$ cat src/inc/tcc_pkg.sv
package tcc_pkg;

  // ----------------------------------------
  // register offsets
  // ----------------------------------------
  localparam logic [7:0] ADDR_CC0_LOW  = 8'hDA;
  localparam logic [7:0] ADDR_CC0_HIGH = 8'hDB;
  localparam logic [7:0] ADDR_CC1_LOW  = 8'hDC;
  localparam logic [7:0] ADDR_CC1_HIGH = 8'hDD;
  localparam logic [7:0] ADDR_CNT_LOW  = 8'hE2;
  localparam logic [7:0] ADDR_CNT_HIGH = 8'hE3;
  localparam logic [7:0] ADDR_TCTL     = 8'hE4;
  localparam logic [7:0] ADDR_CTL0     = 8'hE5;
  localparam logic [7:0] ADDR_CTL1     = 8'hE6;
  localparam logic [7:0] ADDR_RMASK    = 8'hE9;

  // ----------------------------------------
  // fields, reset values, constants
  // ----------------------------------------
  localparam int          FLAG0_BIT    = 5;
  localparam int          FLAG1_BIT    = 6;
  localparam logic [7:0]  CTL_RESET    = 8'h40;
  localparam logic [7:0]  BYTE_ZERO    = 8'h00;
  localparam logic [15:0] CNT_ZERO     = 16'h0000;
  localparam logic [15:0] CNT_ONE      = 16'h0001;
  localparam logic [15:0] CNT_MAX      = 16'hFFFF;
  localparam logic [15:0] DSM_LSB_MASK = 16'hFFFC;
  localparam logic [2:0]  DSM_LAST_SLOW = 3'h7;  // divide by 8
  localparam logic [2:0]  DSM_LAST_FAST = 3'h3;  // divide by 4
  localparam logic [1:0]  CAP_NONE     = 2'h0;
  localparam logic [1:0]  CAP_RISE     = 2'h1;
  localparam logic [1:0]  CAP_FALL     = 2'h2;
  localparam logic [1:0]  CAP_BOTH     = 2'h3;

  // ----------------------------------------
  // types
  // ----------------------------------------
  typedef enum logic [2:0] {
    CMP_SET     = 3'h0,
    CMP_CLR     = 3'h1,
    CMP_TOG     = 3'h2,
    CMP_UP_SET  = 3'h3,
    CMP_UP_CLR  = 3'h4,
    CMP_WIN_SET = 3'h5,
    CMP_WIN_CLR = 3'h6,
    CMP_DSM     = 3'h7
  } cmp_type;

  typedef enum logic [1:0] {
    TM_STOP = 2'h0,
    TM_FREE = 2'h1,
    TM_MOD  = 2'h2,
    TM_UPDN = 2'h3
  } tmode_type;

  typedef struct packed {
    logic       capture_source_select;
    logic       channel_irq_mask;
    cmp_type    compare_action_select;
    logic       mode;
    logic [1:0] capture_edge_select;
  } ctl_type;

  typedef struct packed {
    logic en;
    logic fast;
    logic interp;
    logic shape;
  } dsm_cfg_type;

endpackage

$ cat src/verilog/timer_capture_compare.sv
// The address-and-strobe port was left to the implementer.
`timescale 1ns/1ps
module timer_capture_compare
  import tcc_pkg::*;
(
  input  wire logic        clk,
  input  wire logic        resetn,
  input  wire logic [7:0]  addr,
  input  wire logic [7:0]  wdata,
  input  wire logic        wr_en,
  input  wire logic        rd_en,
  output logic      [7:0]  rdata,
  input  wire logic [1:0]  cap_pin,
  input  wire logic [7:0]  radio_events,
  output logic      [1:0]  cmp_out,
  output logic      [1:0]  irq_req,
  output logic             dsm_enable,
  output logic             dsm_speed,
  output logic             dsm_interp_en,
  output logic             dsm_shaping_en,
  output logic      [15:0] dsm_sample,
  output logic             dsm_sample_load,
  output logic             dsm_step
);

  // ----------------------------------------
  // state
  // ----------------------------------------
  typedef struct packed {
    logic [15:0] cnt;
    logic        cnt_down;
    tmode_type   tmode;
    logic [15:0] cc0;
    logic [15:0] cc1;
    logic [7:0]  low_buf;
    logic [7:0]  cnt_hi_buf;
    ctl_type     ctl0;
    ctl_type     ctl1;
    logic [7:0]  radio_event_mask;
    logic [1:0]  flag;
    logic [1:0]  out;
    logic [1:0]  irq;
    logic [7:0]  rdata;
    dsm_cfg_type dsm;
    logic [15:0] dsm_sample;
    logic        dsm_load;
  } cc_state_type;

  cc_state_type r;
  cc_state_type s;
  logic [1:0]   cap_trig;
  logic [1:0]   arm;
  logic [1:0]   edge_src;
  logic [1:0]   src_sel;
  logic [3:0]   edge_sel;
  logic         radio_hit;
  logic         dsm_on;
  logic         running;
  logic         at_top;
  logic         match0;
  logic         match1;
  logic         zero;
  logic         updn;
  logic [1:0]   ev;
  logic [1:0]   clr;
  logic [7:0]   rd_val;

  // ----------------------------------------
  // compare action
  // ----------------------------------------
  // new output level for one channel, win enables codes 101/110
  function automatic logic next_out(cmp_type c, logic cur, logic m, logic m0, logic z,
                                    logic up, logic ud, logic win);
    next_out = cur;
    unique case (c)
      CMP_SET: begin
        if (m) next_out = 1'b1;
      end
      CMP_CLR: begin
        if (m) next_out = 1'b0;
      end
      CMP_TOG: begin
        if (m) next_out = ~cur;
      end
      CMP_UP_SET: begin
        if (m && up) next_out = 1'b1;
        if (ud && m && !up) next_out = 1'b0;
        if (!ud && z) next_out = 1'b0;
      end
      CMP_UP_CLR: begin
        if (m && up) next_out = 1'b0;
        if (ud && m && !up) next_out = 1'b1;
        if (!ud && z) next_out = 1'b1;
      end
      CMP_WIN_SET: begin
        if (win && m) next_out = 1'b1;
        if (win && m0) next_out = 1'b0;
      end
      CMP_WIN_CLR: begin
        if (win && m) next_out = 1'b0;
        if (win && m0) next_out = 1'b1;
      end
      CMP_DSM: begin
        next_out = cur;
      end
    endcase
  endfunction

  // ----------------------------------------
  // capture front ends
  // ----------------------------------------
  assign radio_hit = |(radio_events & r.radio_event_mask);
  assign dsm_on    = (r.ctl1.compare_action_select == CMP_DSM);
  assign arm       = {~r.ctl1.mode & ~dsm_on, ~r.ctl0.mode};
  assign src_sel   = {r.ctl1.capture_source_select, r.ctl0.capture_source_select};
  assign edge_sel  = {r.ctl1.capture_edge_select, r.ctl0.capture_edge_select};
  assign edge_src  = cap_pin;

  // one edge unit per channel
  generate
    for (genvar ch = 0; ch < 2; ch++) begin : g_cap
      capture_edge_unit u_cap (
        .clk        (clk),
        .resetn     (resetn),
        .pin        (edge_src[ch]),
        .radio_hit  (radio_hit),
        .edge_sel   (edge_sel[2*ch +: 2]),
        .source_sel (src_sel[ch]),
        .arm        (arm[ch]),
        .trig       (cap_trig[ch])
      );
    end
  endgenerate

  // modulator step timing
  dsm_rate_gen u_rate (
    .clk    (clk),
    .resetn (resetn),
    .run    (r.dsm.en),
    .fast   (r.dsm.fast),
    .step   (dsm_step)
  );

  // ----------------------------------------
  // counter conditions
  // ----------------------------------------
  assign running = (r.tmode != TM_STOP);
  assign updn    = (r.tmode == TM_UPDN);
  assign at_top  = (r.tmode == TM_FREE) ? (r.cnt == CNT_MAX) : (r.cnt == r.cc0);
  assign match0  = running && (r.cnt == r.cc0);
  assign match1  = running && (r.cnt == r.cc1);
  assign zero    = running && (r.cnt == CNT_ZERO);

  // events that raise the flags
  assign ev[0] = cap_trig[0] | (r.ctl0.mode & match0);
  assign ev[1] = cap_trig[1] | (r.ctl1.mode & ~dsm_on & match1);

  // flag bits cleared by writing zero
  assign clr = (wr_en && addr == ADDR_TCTL) ? ~{wdata[FLAG1_BIT], wdata[FLAG0_BIT]} : 2'h0;

  // ----------------------------------------
  // read mux
  // ----------------------------------------
  always_comb begin
    rd_val = BYTE_ZERO;
    unique case (addr)
      ADDR_CC0_LOW:  rd_val = r.cc0[7:0];
      ADDR_CC0_HIGH: rd_val = r.cc0[15:8];
      ADDR_CC1_LOW:  rd_val = r.cc1[7:0];
      ADDR_CC1_HIGH: rd_val = r.cc1[15:8];
      ADDR_CNT_LOW:  rd_val = r.cnt[7:0];
      ADDR_CNT_HIGH: rd_val = r.cnt_hi_buf;
      ADDR_TCTL:     rd_val = {1'b0, r.flag, 3'h0, r.tmode};
      ADDR_CTL0:     rd_val = r.ctl0;
      ADDR_CTL1:     rd_val = r.ctl1;
      ADDR_RMASK:    rd_val = r.radio_event_mask;
      default:       rd_val = BYTE_ZERO;
    endcase
  end

  // ----------------------------------------
  // next state
  // ----------------------------------------
  always_comb begin
    s = r;
    // counter walk per timer mode
    unique case (r.tmode)
      TM_STOP: s.cnt = r.cnt;
      TM_FREE: s.cnt = r.cnt + CNT_ONE;
      TM_MOD: begin
        s.cnt = at_top ? CNT_ZERO : r.cnt + CNT_ONE;
      end
      TM_UPDN: begin
        if (!r.cnt_down) begin
          if (at_top) begin
            s.cnt_down = (r.cnt != CNT_ZERO);
            s.cnt      = (r.cnt == CNT_ZERO) ? CNT_ZERO : r.cnt - CNT_ONE;
          end else begin
            s.cnt = r.cnt + CNT_ONE;
          end
        end else if (r.cnt == CNT_ZERO) begin
          s.cnt_down = 1'b0;
          s.cnt      = CNT_ONE;
        end else begin
          s.cnt = r.cnt - CNT_ONE;
        end
      end
    endcase
    if (!updn) begin
      s.cnt_down = 1'b0;
    end
    // register writes
    if (wr_en) begin
      unique case (addr)
        ADDR_CC0_LOW:  s.cc0[7:0] = wdata;
        ADDR_CC0_HIGH: s.cc0[15:8] = wdata;
        ADDR_CC1_LOW: begin
          if (dsm_on) begin
            s.low_buf = wdata;
          end else begin
            s.cc1[7:0] = wdata;
          end
        end
        ADDR_CC1_HIGH: begin
          s.cc1 = {wdata, dsm_on ? r.low_buf : r.cc1[7:0]};
        end
        ADDR_CNT_LOW: begin
          s.cnt      = CNT_ZERO;
          s.cnt_down = 1'b0;
        end
        ADDR_TCTL:  s.tmode = tmode_type'(wdata[1:0]);
        ADDR_CTL0:  s.ctl0 = ctl_type'(wdata);
        ADDR_CTL1:  s.ctl1 = ctl_type'(wdata);
        ADDR_RMASK: s.radio_event_mask = wdata;
        default:    s.tmode = s.tmode;
      endcase
    end
    // capture overrides a software write
    if (cap_trig[0]) begin
      s.cc0 = r.cnt;
    end
    if (cap_trig[1]) begin
      s.cc1 = r.cnt;
    end
    // flags: set wins over clear
    s.flag = (r.flag & ~clr) | ev;
    s.irq  = r.flag & {r.ctl1.channel_irq_mask, r.ctl0.channel_irq_mask};
    // compare outputs
    if (r.ctl0.mode) begin
      s.out[0] = next_out(r.ctl0.compare_action_select, r.out[0], match0, 1'b0, zero,
                          ~r.cnt_down, updn, 1'b0);
    end
    if (r.ctl1.mode && !dsm_on) begin
      s.out[1] = next_out(r.ctl1.compare_action_select, r.out[1], match1, match0, zero,
                          ~r.cnt_down, updn, 1'b1);
    end
    // modulator configuration
    s.dsm.en     = dsm_on;
    s.dsm.fast   = r.ctl1.mode;
    s.dsm.interp = ~r.ctl1.capture_edge_select[1];
    s.dsm.shape  = ~r.ctl1.capture_edge_select[0];
    // new sample once per channel 0 period in modulo mode
    s.dsm_load = dsm_on && (r.tmode == TM_MOD) && at_top;
    if (s.dsm_load) begin
      s.dsm_sample = r.cc1 & DSM_LSB_MASK;
    end
    // read data for one cycle, high count byte latched on low read
    s.rdata = rd_en ? rd_val : BYTE_ZERO;
    if (rd_en && addr == ADDR_CNT_LOW) begin
      s.cnt_hi_buf = r.cnt[15:8];
    end
  end

  // ----------------------------------------
  // state register
  // ----------------------------------------
  always_ff @(posedge clk or negedge resetn) begin
    if (!resetn) begin
      r      <= '0;
      r.ctl0 <= ctl_type'(CTL_RESET);
      r.ctl1 <= ctl_type'(CTL_RESET);
    end else begin
      r <= s;
    end
  end

  // outputs straight from flops
  assign rdata           = r.rdata;
  assign cmp_out         = r.out;
  assign irq_req         = r.irq;
  assign dsm_enable      = r.dsm.en;
  assign dsm_speed       = r.dsm.fast;
  assign dsm_interp_en   = r.dsm.interp;
  assign dsm_shaping_en  = r.dsm.shape;
  assign dsm_sample      = r.dsm_sample;
  assign dsm_sample_load = r.dsm_load;
endmodule // timer_capture_compare

$ cat src/verilog/capture_edge_unit.sv
`timescale 1ns/1ps
module capture_edge_unit
  import tcc_pkg::*;
(
  input  wire logic       clk,
  input  wire logic       resetn,
  input  wire logic       pin,
  input  wire logic       radio_hit,
  input  wire logic [1:0] edge_sel,
  input  wire logic       source_sel,
  input  wire logic       arm,
  output logic            trig
);
  typedef struct packed {
    logic pin_prev;
    logic trig;
  } cap_state_type;

  cap_state_type r;
  cap_state_type s;
  logic          rise;
  logic          fall;

  // edge pick or radio source
  always_comb begin
    s          = r;
    rise       = pin & ~r.pin_prev;
    fall       = ~pin & r.pin_prev;
    s.pin_prev = pin;
    if (source_sel) begin
      s.trig = arm & radio_hit & (edge_sel != CAP_NONE);
    end else begin
      s.trig = arm & (((edge_sel == CAP_RISE) & rise) | ((edge_sel == CAP_FALL) & fall) |
                      ((edge_sel == CAP_BOTH) & (rise | fall)));
    end
  end

  always_ff @(posedge clk or negedge resetn) begin
    if (!resetn) begin
      r <= '0;
    end else begin
      r <= s;
    end
  end

  assign trig = r.trig;
endmodule // capture_edge_unit

$ cat src/verilog/dsm_rate_gen.sv
`timescale 1ns/1ps
module dsm_rate_gen
  import tcc_pkg::*;
(
  input  wire logic clk,
  input  wire logic resetn,
  input  wire logic run,
  input  wire logic fast,
  output logic      step
);
  typedef struct packed {
    logic [2:0] div;
    logic       step;
  } rate_state_type;

  rate_state_type r;
  rate_state_type s;
  logic [2:0]     last;

  // modulator step at 1/8 or 1/4 of the tick
  always_comb begin
    s      = r;
    last   = fast ? DSM_LAST_FAST : DSM_LAST_SLOW;
    s.step = 1'b0;
    if (!run) begin
      s.div = 3'h0;
    end else if (r.div >= last) begin
      s.div  = 3'h0;
      s.step = 1'b1;
    end else begin
      s.div = r.div + 3'h1;
    end
  end

  always_ff @(posedge clk or negedge resetn) begin
    if (!resetn) begin
      r <= '0;
    end else begin
      r <= s;
    end
  end

  assign step = r.step;
endmodule // dsm_rate_gen

$ cat config.mk
export PLATFORM = sky130hd
export DESIGN_NAME = timer_capture_compare
export DESIGN_NICKNAME = d
export VERILOG_FILES = /design/src/inc/tcc_pkg.sv /design/src/verilog/timer_capture_compare.sv /design/src/verilog/capture_edge_unit.sv /design/src/verilog/dsm_rate_gen.sv
export SDC_FILE = /design/constraint.sdc
export NUM_CORES = 1
export LEC_CHECK = 0
export ABC_AREA = 1
export ABC_CLOCK_PERIOD_IN_PS = 2600
export BUFFER_PORTS_ARGS = -buffer_cell sky130_fd_sc_hd__buf_2
export CAP_MARGIN = 15
export CORE_ASPECT_RATIO = 0.9
export CORE_MARGIN = 2
export CORE_UTILIZATION = 28
export DETAILED_ROUTE_END_ITERATION = 10
export PLACE_DENSITY = 0.45
export SYNTH_ARGS = -nofsm -noshare
export SYNTH_HDL_FRONTEND = slang
export SYNTH_SLANG_ARGS = --single-unit
$ cat constraint.sdc
create_clock -name clk -period 2.6 [get_ports clk]
set_input_delay 0.26 -clock clk [delete_from_list [all_inputs] [get_ports clk]]
set_output_delay 0.26 -clock clk [all_outputs]
set_load 0.005 [all_outputs]
# Word-level counts from Yosys, hierarchy flattened
# Index checks and enable logic that the tools add are counted.
# classes
n_addsub,3
n_bitwise,46
muxes,55
eq_ne,43
n_reduce_logical,44
n_lt_le_gt_ge,1
# ops
cell,count
16-bit two-way mux,6
8-bit == test (second input constant),10
8-bit one-hot mux with 10 select lines,1
8-bit two-way mux,8
16-bit one-hot mux with 4 select lines,1
59-bit two-way mux,1
17-bit two-way mux,2
16-bit == test,2
1-bit two-way mux,28
1-bit AND,20
16-bit by 1-bit adder with 16-bit output (second input constant),1
16-bit == test (second input constant),1
16-bit logical NOT,1
4-bit inequality test (second input constant),4
8-bit one-hot mux with 2 select lines,1
16-bit nonzero test,1
2-bit nonzero test,8
16-bit by 1-bit subtractor with 16-bit output (second input constant),1
3-bit == test (second input constant),5
1-bit logical AND,15
2-bit AND reduction,7
2-bit == test (second input constant),6
3-bit by 2-bit == test with 1-bit output (second input constant),4
1-bit inverter,12
25 further kinds,46
# totals
in_bits,30
output_inout_bits,34
regBits,132
elab_cells,229

# Logic depth before layout (Yosys ltp)
# logic_depth
word_depth,8
mapped_depth,15

# By module
# A second synthesis with hierarchy kept.
# unflattened
hier_cells,1081
hier_area_um2,8095.3
# modules_own_cells
mod,cells_per_inst,instances,seq_area_each_um2,area_each_um2
timer_capture_compare,1024,1,3105.5,7617.3
capture_edge_unit,17,2,50.0,140.1
dsm_rate_gen,23,1,100.1,197.7

# Worst setup path before layout
# OpenSTA, ideal clock, no wires.
# synth_path
path_kind,reg2reg
startpoint,reg r[111] (netlist bit)
endpoint,reg r[121] (netlist bit)
synth_period_minus_slack_ps,1936
arrival_time_ps,1815
setup_ps,121
stages_incl_launch_ff,16
setup_slack_ps,664
required_ps,2479
path_cell_list,dfrtp_1 buf_2 inv_1 ha_1 nand3_2 nor2_4 nand2_2 nor2_1 nand3_1 nand2_1 inv_2 buf_6 nand3_1 nand2_1 a21oi_1 nor2_1
# synth_rtl
element,line_no,rtl
"start, declared",timer_capture_compare.sv:49,cc_state_type r;
"start signal, assigned",timer_capture_compare.sv:283,r <= s;

==> run_results.csv <==
group,metric,value,unit
outcome,status,"complete, no violations",
cells_and_area,finish.cell_count_without_fillers,1564,
floorplan,die_height,167,microns
timing,number_of_hold_violations_in_the_final_report,0,
timing,worst-slew-pin-transition,0.710,ns
timing,clock-skew-final,0.0127,ns
detailed_routing,routed_wire_length,31.7,mm
pwr,pwr-share-seq,35.2,%
yosys,synth-seq-area-share,40.0,%
cells_and_area,num_antenna_cells,0,
yosys,synth-seq-cells,132,
min_path,hold_path.class,"input pin to flip-flop",
cts,clock_tree_from_tritoncts,"built",
cts,worstSkewPairLatency,0.43,ns
detailed_routing,via_per_inst,5.02,
yosys,yosysTopAreaCell,"sky130_fd_sc_hd__dfrtp_1",
floorplan,placementRows,59,
yosys,yosys.cell_types.count,50,
detailed_routing,first_pass_iters,5,
yosys,ys.flop_type,"sky130_fd_sc_hd__dfrtp_1",
pwr,clockPowerShare,30.2,%
critical_path,critical_path.startpoint,"r[111]",
yosys,synth-async-reset-ratio,100,%
global_route,grt.total_usage,21.3,%
timing,maxClockFrequency,0.434,GHz
critical_path,worstSetupPathType,"flip-flop to flip-flop",
detailed_routing,vias,7847,
critical_path,worstSetupEndpoint,"r[111]",
detailed_routing,post-route-drc-count,0,
cts,clock_tree.root_cell,"sky130_fd_sc_hd__clkbuf_16",
critical_path,crit_arrival,2.63,ns
cts,clk_path_buf_depth,2,
cells_and_area,area_growth_syn_to_layout,15.7,%
yosys,synth_top_area_share,39.3,%
cts,cts.sink_count,132,
pwr,powerDensity,894,nW/um^2
pwr,p_comb_share,34.6,%
timing,final_setup_violation_count,0,
pwr,power.internal,0.00490,W
placed_design,placed_cells_incl_taps,1530,
cts,post_cts_buffers,0,
pwr,switching_share,42.7,%
timing,finalMaxSlewViolations,0,
cells_and_area,proportion_of_layout_cells_with_a_drive_suffix_above_1,16.2,%
cts,clk_pin_slew,0.06,ns
critical_path,critical_path.slowest_cell,"sky130_fd_sc_hd__dfrtp_1",
yosys,synthesis.yosys.warnings,0,
cells_and_area,num-fill-cells,3137,
global_route,grt_max_degree,66,
yosys,synth_area,8270,sq um
timing,grt_setup_unrepaired,"no",
timing,period_minus_slack,2.31,ns
detailed_routing,initialDrtViolationCount,864,
cts,numCtsBuffers,17,
pwr,cellLeakagePower,4.69,nW
critical_path,worst_r2r_path_depth,9,
critical_path,worstPathCellList,"ha_1, nand2_2, nor2_4, nand3_2, nor2_4, nand3b_2, nand3_2, nand3_1, a21oi_1",
pwr,switchingPower,0.00365,W
floorplan,std_cell_core_area,29000,sq um
timing,slew_headroom,52.6,%
critical_path,crit_path_end_kind,"flip-flop",
critical_path,cp.depth,9,
cts,htree_num_levels,4,
global_route,grt_antenna_before_repair,1,
yosys,synthTopCellsByArea,"sky130_fd_sc_hd__dfrtp_1, sky130_fd_sc_hd__nand2_1, sky130_fd_sc_hd__o21ai_0",
global_route,first_pass_grt_wire_length,48.6,mm
cts,postCtsResizedCells,0,
placed_design,gpl.final_weighted_congestion,0.947,
placed_design,dpl_hpwl,23.6,mm
global_route,grt_overflow_total,0,
placed_design,port_buffers,61,
floorplan,start_util,28.5,%
critical_path,reg2reg_slack,0.29,ns
pwr,max-vdd-ir-drop,433,uV
yosys,post_synthesis_instance_total,1101,
critical_path,source_of_the_worst_register_to_register_timing_path,"r[111]",
critical_path,path_delay_family,"simple AND/OR/NAND/NOR gates",
detailed_routing,ant_nets,0,
floorplan,pin_count,64,
floorplan,dieWidth,185,microns
timing,hold_slack,0.153,ns
critical_path,worst-path-buf-inv,0,
timing,min_period_over_period,88.7,%
critical_path,reg2reg_to,"r[111]",
cells_and_area,layout.nets,1194,
yosys,synth-edff-count,0,
job,maxCapViolations,0,
critical_path,worstSetupStartpointType,"flip-flop",
yosys,synthesis.area_per_instance,7.51,sq um
detailed_routing,drt-wirelength-per-cell,20.3,microns
critical_path,critPathMaxFanout,16,
critical_path,crit_required,2.92,ns
critical_path,crit_path_max_incr_delay,0.54,ns
timing,setup-tns-final,0,ns
global_route,number_of_global_route_vias_before_repair,7760,
floorplan,die-area,30900,sq um
==> cells in the final DEF, fill, tap and decap left out, types with 4 or more instances in the layout <==
cell                        instances
sky130_fd_sc_hd__ha_1               8
sky130_fd_sc_hd__o21ai_0           96
sky130_fd_sc_hd__nand4_1           14
sky130_fd_sc_hd__nor2_2             5
sky130_fd_sc_hd__buf_2             60
sky130_fd_sc_hd__nand2_1          286
sky130_fd_sc_hd__a211oi_1           4
sky130_fd_sc_hd__inv_2             10
sky130_fd_sc_hd__clkbuf_16         17
sky130_fd_sc_hd__dfrtp_1          130
sky130_fd_sc_hd__o221ai_1          16
sky130_fd_sc_hd__nor2_4             5
sky130_fd_sc_hd__o21ai_2            6
sky130_fd_sc_hd__nand3_2            7
sky130_fd_sc_hd__o2bb2ai_1          4
sky130_fd_sc_hd__xor2_1            33
sky130_fd_sc_hd__o211ai_1          19
sky130_fd_sc_hd__nor3_1            11
sky130_fd_sc_hd__nand2_2            5
sky130_fd_sc_hd__nor2_1            87
sky130_fd_sc_hd__nand3b_1           4
sky130_fd_sc_hd__o21ai_1           11
sky130_fd_sc_hd__nand3_1           61
sky130_fd_sc_hd__a21oi_1           33
sky130_fd_sc_hd__inv_1            122
sky130_fd_sc_hd__a221oi_1           7
sky130_fd_sc_hd__buf_4             40
sky130_fd_sc_hd__o22ai_1           12
sky130_fd_sc_hd__inv_6              4
==> flip-flops by register name, summed over array words and instances (netlist names) <==
signal and cells:
u_rate.r 3, edge_sel 4, rdata 8, dsm_sample_load 1, dsm_shaping_en 1, r 89, irq_req 2, dsm_speed 1
cmp_out 2, dsm_interp_en 1, g_cap.u_cap.trig 2, dsm_sample 14, u_rate.step 1, dsm_enable 1, g_cap.u_cap.r 2
==> Yosys cell counts (2+ instances only) <==
master / n
sky130_fd_sc_hd__nor3_4: 3
sky130_fd_sc_hd__a211oi_1: 4
sky130_fd_sc_hd__inv_1: 122
sky130_fd_sc_hd__nand3_1: 61
sky130_fd_sc_hd__o21ai_1: 11
sky130_fd_sc_hd__nand3b_1: 4
sky130_fd_sc_hd__o2bb2ai_1: 4
sky130_fd_sc_hd__xnor2_1: 3
sky130_fd_sc_hd__dfstp_2: 2
sky130_fd_sc_hd__a2111oi_0: 2
sky130_fd_sc_hd__o21ai_2: 6
sky130_fd_sc_hd__nor3_2: 2
sky130_fd_sc_hd__nor2_4: 5
sky130_fd_sc_hd__nand4_2: 3
sky130_fd_sc_hd__o221ai_1: 16
sky130_fd_sc_hd__or2_2: 2
sky130_fd_sc_hd__buf_6: 8
sky130_fd_sc_hd__buf_2: 7
sky130_fd_sc_hd__o2111ai_1: 3
sky130_fd_sc_hd__nand2_1: 286
sky130_fd_sc_hd__nor2_1: 87
sky130_fd_sc_hd__o22ai_1: 12
sky130_fd_sc_hd__a221oi_1: 7
sky130_fd_sc_hd__nor3_1: 11
sky130_fd_sc_hd__xor2_1: 33
sky130_fd_sc_hd__inv_2: 10
sky130_fd_sc_hd__a21oi_1: 33
sky130_fd_sc_hd__nor2_2: 5
sky130_fd_sc_hd__nand2_2: 5
sky130_fd_sc_hd__o21ai_0: 96
sky130_fd_sc_hd__nand4_1: 14
sky130_fd_sc_hd__nand3_2: 7
sky130_fd_sc_hd__clkbuf_1: 19
sky130_fd_sc_hd__buf_4: 36
sky130_fd_sc_hd__o211ai_1: 19
sky130_fd_sc_hd__ha_1: 8
sky130_fd_sc_hd__dfrtp_1: 130
sky130_fd_sc_hd__inv_4: 3
==> per-stage QoR <==
stage                     setup WS [ns]  util (%)  power (W)  area, sq um
after CTS                         0.341      33.0    0.00853         9570
final                             0.293      33.0    0.00856         9570
after detailed placement          0.340      30.8    0.00591         8940
after floorplan                   0.664         -    0.00478         8280
after global placement            0.318      30.8    0.00596         8940
after global routing             0.0356      33.0    0.00902         9570
==> area by class of cell <==
cell class	instances	area [sq um]	share of cell area, %
multi-input combinational	763	3980	41.6
sequential	132	3310	34.5
timing repair buffer	105	662	6.92
inverter	137	527	5.50
tap	396	495	5.18
clock buffer	18	429	4.48
clock inverter	13	174	1.82
==> cell families (layout without fill, tap and decap cells) <==
kind of cell / after synthesis / count (layout) / synth area share (%)
buffers and inverters: 207 / 273 / 12.0
and+or+nand+nor: 499 / 499 / 27.0
DFF: 132 / 132 / 40.0
AOI/OAI and AO/OA: 218 / 218 / 16.0
other: 1 / 2 / 0.0453
xor gates and xnor gates: 36 / 36 / 3.81
adders and majority gates: 8 / 8 / 1.21
==> routing by layer <==
layer	vias to the layer above	global-route usage (%)	part of all wire (%)
met5	-	0	0
met4	0	7.49	2.8
li1	3710	-	-
met2	304	31.1	43
met1	3779	30.9	47
met3	54	4.68	7.3
==> power by group through the flow <==
stage | clock [W] | combinational [W] | sequential [W]
after floorplan | 0 | 0.00215 | 0.00263
after global placement | 0 | 0.00294 | 0.00303
after detailed placement | 0 | 0.00289 | 0.00302
after CTS | 0.00263 | 0.00291 | 0.00299
after global routing | 0.00271 | 0.00326 | 0.00305
final | 0.00258 | 0.00296 | 0.00301
==> worst min-delay path by stage <==
stage	start	endpoint	slack, ns	cells after the start
5_1_grt	rd_en	rdata[1]	0.15	3
4_1_cts	rd_en	rdata[1]	0.14	3
2_1_floorplan	resetn	cmp_out[0]	-0.04	0
3_3_place_gp	resetn	r[46]	0.24	1
3_5_place_dp	resetn	edge_sel[2]	0.24	1
6_report	rd_en	rdata[1]	0.15	3
==> worst register-to-register path: cells and delay by family, from the launching register on <==
family / cells / cell delay [ns]
flops: 1 / 0.54
compound gates: 1 / 0.27
fa+ha+maj: 1 / 0.28
simple gates: 7 / 1.10
==> repair_timing <==
item	4_1_cts	5_1_grt
setup endpoints to repair	0	0
hold buffers	3	0
endpoints found under the hold margin	40	0
Note: power is estimated with default switching activity, not from simulation.
